==> config.mk <==
export PLATFORM = sky130hd
export DESIGN_NAME = dma_irq_sources
export DESIGN_NICKNAME = d
export VERILOG_FILES = /design/src/core/dma_irq_pkg.sv /design/src/core/dma_irq_sources.sv /design/src/core/access_unit_check.sv
export SDC_FILE = /design/constraint.sdc
export NUM_CORES = 1
export LEC_CHECK = 0
export BUFFER_PORTS_ARGS = -buffer_cell sky130_fd_sc_hd__buf_2
export CAP_MARGIN = 15
export CORE_MARGIN = 4
export CORE_UTILIZATION = 40
export DETAILED_ROUTE_END_ITERATION = 7
export PLACE_DENSITY = 0.8
export SYNTH_ARGS = -nofsm -noshare
export SYNTH_HDL_FRONTEND = slang
export SYNTH_SLANG_ARGS = --single-unit
==> constraint.sdc <==
create_clock -name CLK -period 1.55 [get_ports CLK]
set_clock_uncertainty 0.1 [all_clocks]
set_input_delay 0 -clock CLK [delete_from_list [all_inputs] [get_ports CLK]]
set_output_delay 0 -clock CLK [all_outputs]
set_load 0.01 [all_outputs]
==> src/core/dma_irq_pkg.sv <==
package dma_irq_pkg;
    localparam int NUM_CHANNELS = 8;
    localparam int ADDR_W = 8;
    // register byte offsets
    localparam logic [7:0] OFS_CTRL_BASE = 8'h00;
    localparam logic [7:0] OFS_STATUS = 8'h20;
    localparam logic [7:0] OFS_CLEAR = 8'h24;
    localparam logic [7:0] OFS_ENABLE = 8'h28;
    localparam logic [7:0] OFS_EVENT = 8'h2C;
    localparam logic [7:0] OFS_WIDTH = 8'h30;
    // per-channel control register fields
    localparam int BIT_DONE_FLAG = 0;
    localparam int BIT_HALF_FLAG = 1;
    localparam int BIT_DONE_EN = 2;
    localparam int BIT_HALF_EN = 3;
    localparam logic [31:0] CTRL_RESET = 32'h0000_0000;
    localparam logic [31:0] CTRL_MASK = 32'h0000_000F;
    // access units
    localparam logic [2:0] UNIT_16BYTE = 3'h4;
    localparam logic [2:0] UNIT_WORD = 3'h2;
    localparam logic [1:0] REQ_CPU = 2'h0;
    localparam logic [1:0] REQ_TABLE = 2'h1;
    localparam logic [1:0] REQ_DMA = 2'h2;
    localparam logic [1:0] HTRANS_NONSEQ = 2'h2;
endpackage

==> src/core/dma_irq_sources.sv <==
`timescale 1ns/1ps
`default_nettype none
// Overview of operation
// - There are eight channels 0 to 7, each with a done source and a half source.
// - A done request is high while the channel's done flag and done enable are both 1.
// - A half request is high while the channel's half flag and half enable are both 1.
// - Software writing a flag to 0 withdraws its request one clock after the flag clears.
// - Every request leaves on its own line, never merged with another.
// - In a channel the done request outranks the half request; channel 0 is listed first.
// - Only this controller may use 16-byte units; the CPU and table agent max 32 bits.
module dma_irq_sources #(
    parameter int CHANNELS = dma_irq_pkg::NUM_CHANNELS
) (
    // clock and reset
    input wire logic CLK,
    input wire logic ARST_N,
    // ahb-lite slave
    input wire logic HSEL,
    input wire logic [31:0] HADDR,
    input wire logic [1:0] HTRANS,
    input wire logic HWRITE,
    input wire logic [2:0] HSIZE,
    input wire logic [31:0] HWDATA,
    input wire logic HREADY,
    output logic [31:0] HRDATA,
    output logic HREADYOUT,
    output logic HRESP,
    // transfer events from the channel engines, same clock
    input wire logic [CHANNELS-1:0] DONE_EVENT,
    input wire logic [CHANNELS-1:0] HALF_EVENT,
    // per-channel requests to the interrupt controller
    output logic [CHANNELS-1:0] TRANSFER_DONE_IRQ,
    output logic [CHANNELS-1:0] HALF_DONE_IRQ,
    // summary interrupt of the status block
    output logic IRQ,
    // external bus access unit check
    input wire logic XREQ_VALID,
    input wire logic [1:0] XREQ_MASTER,
    input wire logic [2:0] XREQ_SIZE,
    output logic XREQ_GRANT,
    output logic XREQ_REFUSE
);
    // request lines and map are laid out for exactly eight channels
    if (CHANNELS != dma_irq_pkg::NUM_CHANNELS) begin : g_bad_channels
        $error("CHANNELS must be 8");
    end
    // the decoded window must hold the whole map and leave upper bits to check
    if (dma_irq_pkg::ADDR_W < 6 || dma_irq_pkg::ADDR_W > 31) begin : g_bad_window
        $error("ADDR_W must lie between 6 and 31");
    end
    // all four control fields must be readable through the mask
    if (dma_irq_pkg::CTRL_MASK[dma_irq_pkg::BIT_DONE_FLAG] != 1'b1 ||
            dma_irq_pkg::CTRL_MASK[dma_irq_pkg::BIT_HALF_FLAG] != 1'b1 ||
            dma_irq_pkg::CTRL_MASK[dma_irq_pkg::BIT_DONE_EN] != 1'b1 ||
            dma_irq_pkg::CTRL_MASK[dma_irq_pkg::BIT_HALF_EN] != 1'b1) begin : g_bad_fields
        $error("control fields fall outside the read mask");
    end

    localparam int ADDR_HI = dma_irq_pkg::ADDR_W - 1;
    logic [31:0] ctrl_q [CHANNELS];
    logic [1:0] ev_status_q;
    logic [1:0] ev_enable_q;
    logic [CHANNELS-1:0] done_irq_q;
    logic [CHANNELS-1:0] half_irq_q;
    logic irq_q;
    logic [31:0] rdata_q;
    logic [ADDR_HI:0] addr_q;
    logic wr_q;
    logic rd_take;
    logic wr_take;
    logic [CHANNELS-1:0] done_flag;
    logic [CHANNELS-1:0] half_flag;
    logic [CHANNELS-1:0] done_irq_d;
    logic [CHANNELS-1:0] half_irq_d;
    logic [31:0] rdata_d;
    logic [1:0] refused_ev;
    logic addr_in_range;
    logic word_size;
    logic bus_take;
    logic clear_hit;
    logic enable_hit;

    // writes outside the window or narrower than a word are dropped, not aliased
    assign addr_in_range = HADDR[31:dma_irq_pkg::ADDR_W] == '0;
    // bus size code of a word equals the word unit code
    assign word_size = HSIZE == dma_irq_pkg::UNIT_WORD;
    assign bus_take = HSEL && HREADY && HTRANS == dma_irq_pkg::HTRANS_NONSEQ;
    assign rd_take = bus_take && !HWRITE;
    assign wr_take = bus_take && HWRITE && addr_in_range && word_size;
    assign clear_hit = wr_q && addr_q == dma_irq_pkg::OFS_CLEAR;
    assign enable_hit = wr_q && addr_q == dma_irq_pkg::OFS_ENABLE;

    // address phase capture; the slave never stalls
    always_ff @(posedge CLK or negedge ARST_N) begin
        if (!ARST_N) begin
            addr_q <= '0;
            wr_q <= 1'b0;
        end else begin
            addr_q <= HADDR[ADDR_HI:0];
            wr_q <= wr_take;
        end
    end

    always_ff @(posedge CLK or negedge ARST_N) begin
        if (!ARST_N) begin
            HREADYOUT <= 1'b1;
            HRESP <= 1'b0;
        end else begin
            HREADYOUT <= 1'b1;
            HRESP <= 1'b0;
        end
    end

    genvar ch;
    generate
        for (ch = 0; ch < CHANNELS; ch++) begin : g_chan
            localparam logic [7:0] OFS = dma_irq_pkg::OFS_CTRL_BASE + 8'(ch * 4);
            logic hit;
            assign hit = wr_q && addr_q == OFS;
            assign done_flag[ch] = ctrl_q[ch][dma_irq_pkg::BIT_DONE_FLAG];
            assign half_flag[ch] = ctrl_q[ch][dma_irq_pkg::BIT_HALF_FLAG];
            // flags: hardware set wins over a software clear in the same cycle
            always_ff @(posedge CLK or negedge ARST_N) begin
                if (!ARST_N) begin
                    ctrl_q[ch] <= dma_irq_pkg::CTRL_RESET;
                end else begin
                    if (hit) begin
                        // software may only clear a flag, never set one
                        ctrl_q[ch][dma_irq_pkg::BIT_DONE_EN] <= HWDATA[dma_irq_pkg::BIT_DONE_EN];
                        ctrl_q[ch][dma_irq_pkg::BIT_HALF_EN] <= HWDATA[dma_irq_pkg::BIT_HALF_EN];
                        if (!HWDATA[dma_irq_pkg::BIT_DONE_FLAG]) begin
                            ctrl_q[ch][dma_irq_pkg::BIT_DONE_FLAG] <= 1'b0;
                        end
                        if (!HWDATA[dma_irq_pkg::BIT_HALF_FLAG]) begin
                            ctrl_q[ch][dma_irq_pkg::BIT_HALF_FLAG] <= 1'b0;
                        end
                    end
                    if (DONE_EVENT[ch]) begin
                        ctrl_q[ch][dma_irq_pkg::BIT_DONE_FLAG] <= 1'b1;
                    end
                    if (HALF_EVENT[ch]) begin
                        ctrl_q[ch][dma_irq_pkg::BIT_HALF_FLAG] <= 1'b1;
                    end
                end
            end
            // level requests from flag and enable, one line each
            assign done_irq_d[ch] = done_flag[ch] && ctrl_q[ch][dma_irq_pkg::BIT_DONE_EN];
            assign half_irq_d[ch] = half_flag[ch] && ctrl_q[ch][dma_irq_pkg::BIT_HALF_EN];
        end
    endgenerate

    // separate registered lines, no arbitration between channels
    always_ff @(posedge CLK or negedge ARST_N) begin
        if (!ARST_N) begin
            done_irq_q <= '0;
            half_irq_q <= '0;
        end else begin
            done_irq_q <= done_irq_d;
            half_irq_q <= half_irq_d;
        end
    end
    assign TRANSFER_DONE_IRQ = done_irq_q;
    assign HALF_DONE_IRQ = half_irq_q;

    // sticky events: bit0 refused access unit, bit1 any done flag rising
    assign refused_ev = {|(DONE_EVENT & ~done_flag), XREQ_REFUSE};
    always_ff @(posedge CLK or negedge ARST_N) begin
        if (!ARST_N) begin
            ev_status_q <= '0;
        end else begin
            for (int i = 0; i < 2; i++) begin
                if (refused_ev[i]) begin
                    ev_status_q[i] <= 1'b1;
                end else if (clear_hit && HWDATA[i]) begin
                    ev_status_q[i] <= 1'b0;
                end
            end
        end
    end

    always_ff @(posedge CLK or negedge ARST_N) begin
        if (!ARST_N) begin
            ev_enable_q <= '0;
        end else if (enable_hit) begin
            ev_enable_q <= HWDATA[1:0];
        end
    end

    always_ff @(posedge CLK or negedge ARST_N) begin
        if (!ARST_N) begin
            irq_q <= 1'b0;
        end else begin
            irq_q <= |(ev_status_q & ev_enable_q);
        end
    end
    assign IRQ = irq_q;

    // read data is registered in the address phase, ready in the data phase
    always_comb begin
        rdata_d = 32'h0000_0000;
        for (int i = 0; i < CHANNELS; i++) begin
            if (HADDR[ADDR_HI:0] == dma_irq_pkg::OFS_CTRL_BASE + 8'(i * 4)) begin
                rdata_d = ctrl_q[i] & dma_irq_pkg::CTRL_MASK;
            end
        end
        if (HADDR[ADDR_HI:0] == dma_irq_pkg::OFS_STATUS) begin
            rdata_d = {30'h0, ev_status_q};
        end else if (HADDR[ADDR_HI:0] == dma_irq_pkg::OFS_ENABLE) begin
            rdata_d = {30'h0, ev_enable_q};
        end else if (HADDR[ADDR_HI:0] == dma_irq_pkg::OFS_EVENT) begin
            rdata_d = {16'h0, half_irq_q, done_irq_q};
        end else if (HADDR[ADDR_HI:0] == dma_irq_pkg::OFS_WIDTH) begin
            rdata_d = {29'h0, dma_irq_pkg::UNIT_16BYTE};
        end
        if (!addr_in_range) begin
            rdata_d = 32'h0000_0000;
        end
    end

    always_ff @(posedge CLK or negedge ARST_N) begin
        if (!ARST_N) begin
            rdata_q <= 32'h0000_0000;
        end else if (rd_take) begin
            rdata_q <= rdata_d;
        end
    end
    assign HRDATA = rdata_q;

    // 16-byte units reserved for this controller
    access_unit_check u_unit (
        .clk(CLK),
        .arst_n(ARST_N),
        .req_valid(XREQ_VALID),
        .req_master(XREQ_MASTER),
        .req_size(XREQ_SIZE),
        .grant_q(XREQ_GRANT),
        .refuse_q(XREQ_REFUSE)
    );
endmodule
`default_nettype wire

==> src/core/access_unit_check.sv <==
`timescale 1ns/1ps
`default_nettype none
// limits external bus access units per requesting master
module access_unit_check (
    // clock and reset
    input wire logic clk,
    input wire logic arst_n,
    // request
    input wire logic req_valid,
    input wire logic [1:0] req_master,
    input wire logic [2:0] req_size,
    // verdict
    output logic grant_q,
    output logic refuse_q
);
    logic too_wide;
    always_comb begin
        too_wide = 1'b0;
        if (req_size > dma_irq_pkg::UNIT_16BYTE) begin
            too_wide = 1'b1;
        end else if (req_master != dma_irq_pkg::REQ_DMA &&
                     req_size > dma_irq_pkg::UNIT_WORD) begin
            too_wide = 1'b1;
        end
    end
    always_ff @(posedge clk or negedge arst_n) begin
        if (!arst_n) begin
            grant_q <= 1'b0;
            refuse_q <= 1'b0;
        end else begin
            grant_q <= req_valid && !too_wide;
            refuse_q <= req_valid && too_wide;
        end
    end
endmodule
`default_nettype wire

==> results by group <==
Yosys
  – Cell with the most instances after synthesis: sky130_fd_sc_hd__dfrtp_1
  – Post-synthesis register bit count: 80
  – Count of distinct cell types in the synthesized netlist: 48
  – Mean instance size in the synthesized netlist: 10.7 µm²
  – Synth area leaders: sky130_fd_sc_hd__dfrtp_1, sky130_fd_sc_hd__mux2_2, sky130_fd_sc_hd__nand2_1
  – Largest area contributor in the synthesized netlist: sky130_fd_sc_hd__dfrtp_1
  – Share of Yosys cell area claimed by the top area cell type: 0.548
  – Leading register cell type out of synthesis: sky130_fd_sc_hd__dfrtp_1
  – Cell types with the highest counts after synthesis: sky130_fd_sc_hd__dfrtp_1, sky130_fd_sc_hd__nand2_1, sky130_fd_sc_hd__o21ai_0, sky130_fd_sc_hd__mux2_2, sky130_fd_sc_hd__buf_4
  – Post-synthesis instance area: 3650 µm²
  – Syn. warnings: 0
  – Proportion of synthesized chip area in sequential cells: 0.548
  – Count of flip-flops with a built-in enable after synthesis: 0
  – Cells after Synth: 340
  – Share of async-settable or async-resettable flops after synthesis: 1.00

Finish
  – Net total in the final layout: 627
  – Inserted Diodes: 0
  – Fraction of final layout cells with drive strength greater than 1: 0.431
  – Layout area overhead: 50.3%

Clock tree
  – Number of H-tree levels: 3
  – CTS tree: done
  – Clock latency at the later pin of the worst-skew pair: 0.36 ns
  – Number of sinks driven by the clock tree: 80
  – Number of buffers between clock root and the deepest sink: 2
  – Library cell used as clock root buffer: sky130_fd_sc_hd__clkbuf_8
  – Clock Pin Slew Worst Setup and Hold Paths: 0.09 ns
  – Inserted Clock Buffers: 9

Floorplan
  – I/O Pins: 149
  – Overall die width: 104 µm
  – Site row count: 34
  – Height of the die: 104 µm
  – Floorplan core area: 8810 µm²
  – Starting density of the core: 0.415
  – Area of the die: 10,700 µm²

Setup path
  – Worst path required time: 1.70 ns
  – WP data arrival: 1.95 ns
  – Critical Path Start Type: flip-flop
  – Start-to-end type of the worst setup path: reg -> reg
  – Top fanout value on the critical path: 4
  – Setup crit end kind: flip-flop

Timing
  – Least-Margin Pin Slew: 0.555 ns
  – Final hold viol count: 1
  – Unrepaired setup endpoints after global routing: yes
  – Rel. slew slack: 0.629
  – Minimum clock period after layout: 1.79 ns
  – Final setup vio count: 36
  – Post-route fraction of the period consumed by the critical path: 1.16
  – Fin. max-slew vios: 0
  – F_max: 0.557 GHz
  – Worst hold slack: -0.162 ns
  – Least setup slack across all paths after layout: -0.245 ns

Detailed routing
  – Remaining design rule violation count: 0
  – Number of vias per cell after detailed routing: 5.26
  – Drt pass-1 iters: 4
  – Via count: 3,387
  – Drt wl/cell: 18.4 µm
  – Overall routed net length: 11,800 µm
  – Initial DRC count: 369
  – ANT nets after route: 0

Hold path
  – Class of the tightest hold or removal check: in -> reg

GRT
  – All-Layer GR Usage: 0.207
  – Remaining global-route overflow: 0
  – Global-route wire length before repair: 17,700 µm
  – Pin count of the biggest net entering global routing: 48
  – Initial antenna violation count: 0
  – Number of global-route vias before repair: 3,419

Power and ir drop
  – Power Dens Cells: 796 nW/µm²
  – Post-layout power: 4370 µW
  – Leakage: 0.00255 µW
  – Peak supply drop: 0.000366 V

Placed design
  – Port Buffers: 102
  – Post-detailed-placement half-perimeter wirelength: 7680 µm
  – Final GP Congestion: 0.884

Run status
  – Failing checks: negative hold slack, negative setup slack
  – Run status: finished, violations left

Flow run
  – Number of maximum-capacitance violations: 0
[critical path, cell delays in order (launching register included)]
cell and delay [ns]:
sky130_fd_sc_hd__dfrtp_1 0.41, sky130_fd_sc_hd__nor4b_4 0.37, sky130_fd_sc_hd__and2b_2 0.23, sky130_fd_sc_hd__nand4_1 0.23, sky130_fd_sc_hd__mux2_2 0.34
[timing repair]
| action | CTS | global route |
|---|---|---|
| pin swaps | 14 | 19 |
| gates resized for setup | 35 | 56 |
| hold buffers | 46 | 1 |
| hold endpoints to repair | 131 | 2 |
| buffers inserted | 8 | 13 |
| endpoints found under the setup margin | 39 | 53 |
[placed cells by master, fill, tap and decap left out, drive strengths merged, types with 2 or more instances in the layout]
cell and count:
nor2 9, a21oi 2, buf 145, o2111ai 2, dfrtp 80, o22ai 4, nand2b 16, o41ai 2
a211oi 2, nand2 52, mux2 21, dlygate4sd3 46, nand3 4, a221oi 2, a31oi 2, and2 17
mux4 3, nand4 4, nor4b 4, o21ai 37, clkinv 3, conb 18, nand3b 3, nor3b 2
mux2i 3, clkbuf 12, and2b 2, inv 12, nor4 9
[registers in the layout (all words and copies together), names as in the netlist]
| register | cells |
|---|---|
| HALF_DONE_IRQ | 8 |
| wr_q | 1 |
| addr_q | 8 |
| IRQ | 1 |
| ev_status_q | 2 |
| HRDATA | 16 |
| u_unit.refuse_q | 1 |
| u_unit.grant_q | 1 |
| TRANSFER_DONE_IRQ | 8 |
| ctrl_q | 32 |
| ev_enable_q | 2 |
[report_power, final]
| group | leakage [µW] | total, µW | internal [µW] | switching [µW] |
|---|---|---|---|---|
| clock network | 0.000107 | 1610 | 797 | 809 |
| registers | 0.000919 | 2200 | 2150 | 52.1 |
| logic | 0.00152 | 570 | 292 | 278 |
| total | 0.00255 | 4370 | 3230 | 1140 |
[per-stage QoR]
step                instance area, µm²  setup slack (ns)  instances   util  setup TNS, ns
detailed placement                4390            -0.286        562  0.499          -4.80
CTS                               5230            -0.206        631  0.594          -2.13
global placement                  4390            -0.224        562  0.499          -2.85
floorplan                         3720            0.0165        356      -              0
global route                      5490            -0.336        644  0.624          -6.53
finish                            5490            -0.245        644  0.624          -4.00
[final cells by class]
| cell class | count | area [µm²] |
|---|---|---|
| fill | 666 | 3310 |
| tap | 108 | 135 |
| multi-input combinational | 235 | 1730 |
| inverter | 11 | 45.0 |
| sequential | 80 | 2000 |
| clock buffer | 10 | 138 |
| clock inverter | 6 | 66.3 |
| timing repair buffer | 194 | 1380 |
[worst paths after layout]
check,depth (start not counted),to,slack (ns),start
hold / removal,4,wr_q,-0.16,HADDR[28]
setup / recovery,4,ctrl_q[131],-0.24,addr_q[4]
min in group asynchronous,3,ctrl_q[162],0.08,ARST_N
hold reg to reg,1,ev_status_q[0],0.37,u_unit.refuse_q
setup reg to reg,4,ctrl_q[131],-0.24,addr_q[4]
max in group asynchronous,3,addr_q[1],0.29,ARST_N
[layer usage]
metal	up-vias	GRT usage	wire length, µm
li1	1544	-	-
met5	-	0	0
met2	178	0.343	5890
met4	0	0.0959	342
met1	1636	0.249	4500
met3	29	0.0616	1090
[cells by family after synthesis]
family	share of synthesized area
buf+inv	0.0650
simple gates	0.193
compound gates	0.100
flops	0.548
mux	0.0924
other cells	0.00205
Note: power is estimated with default switching activity, not from simulation.
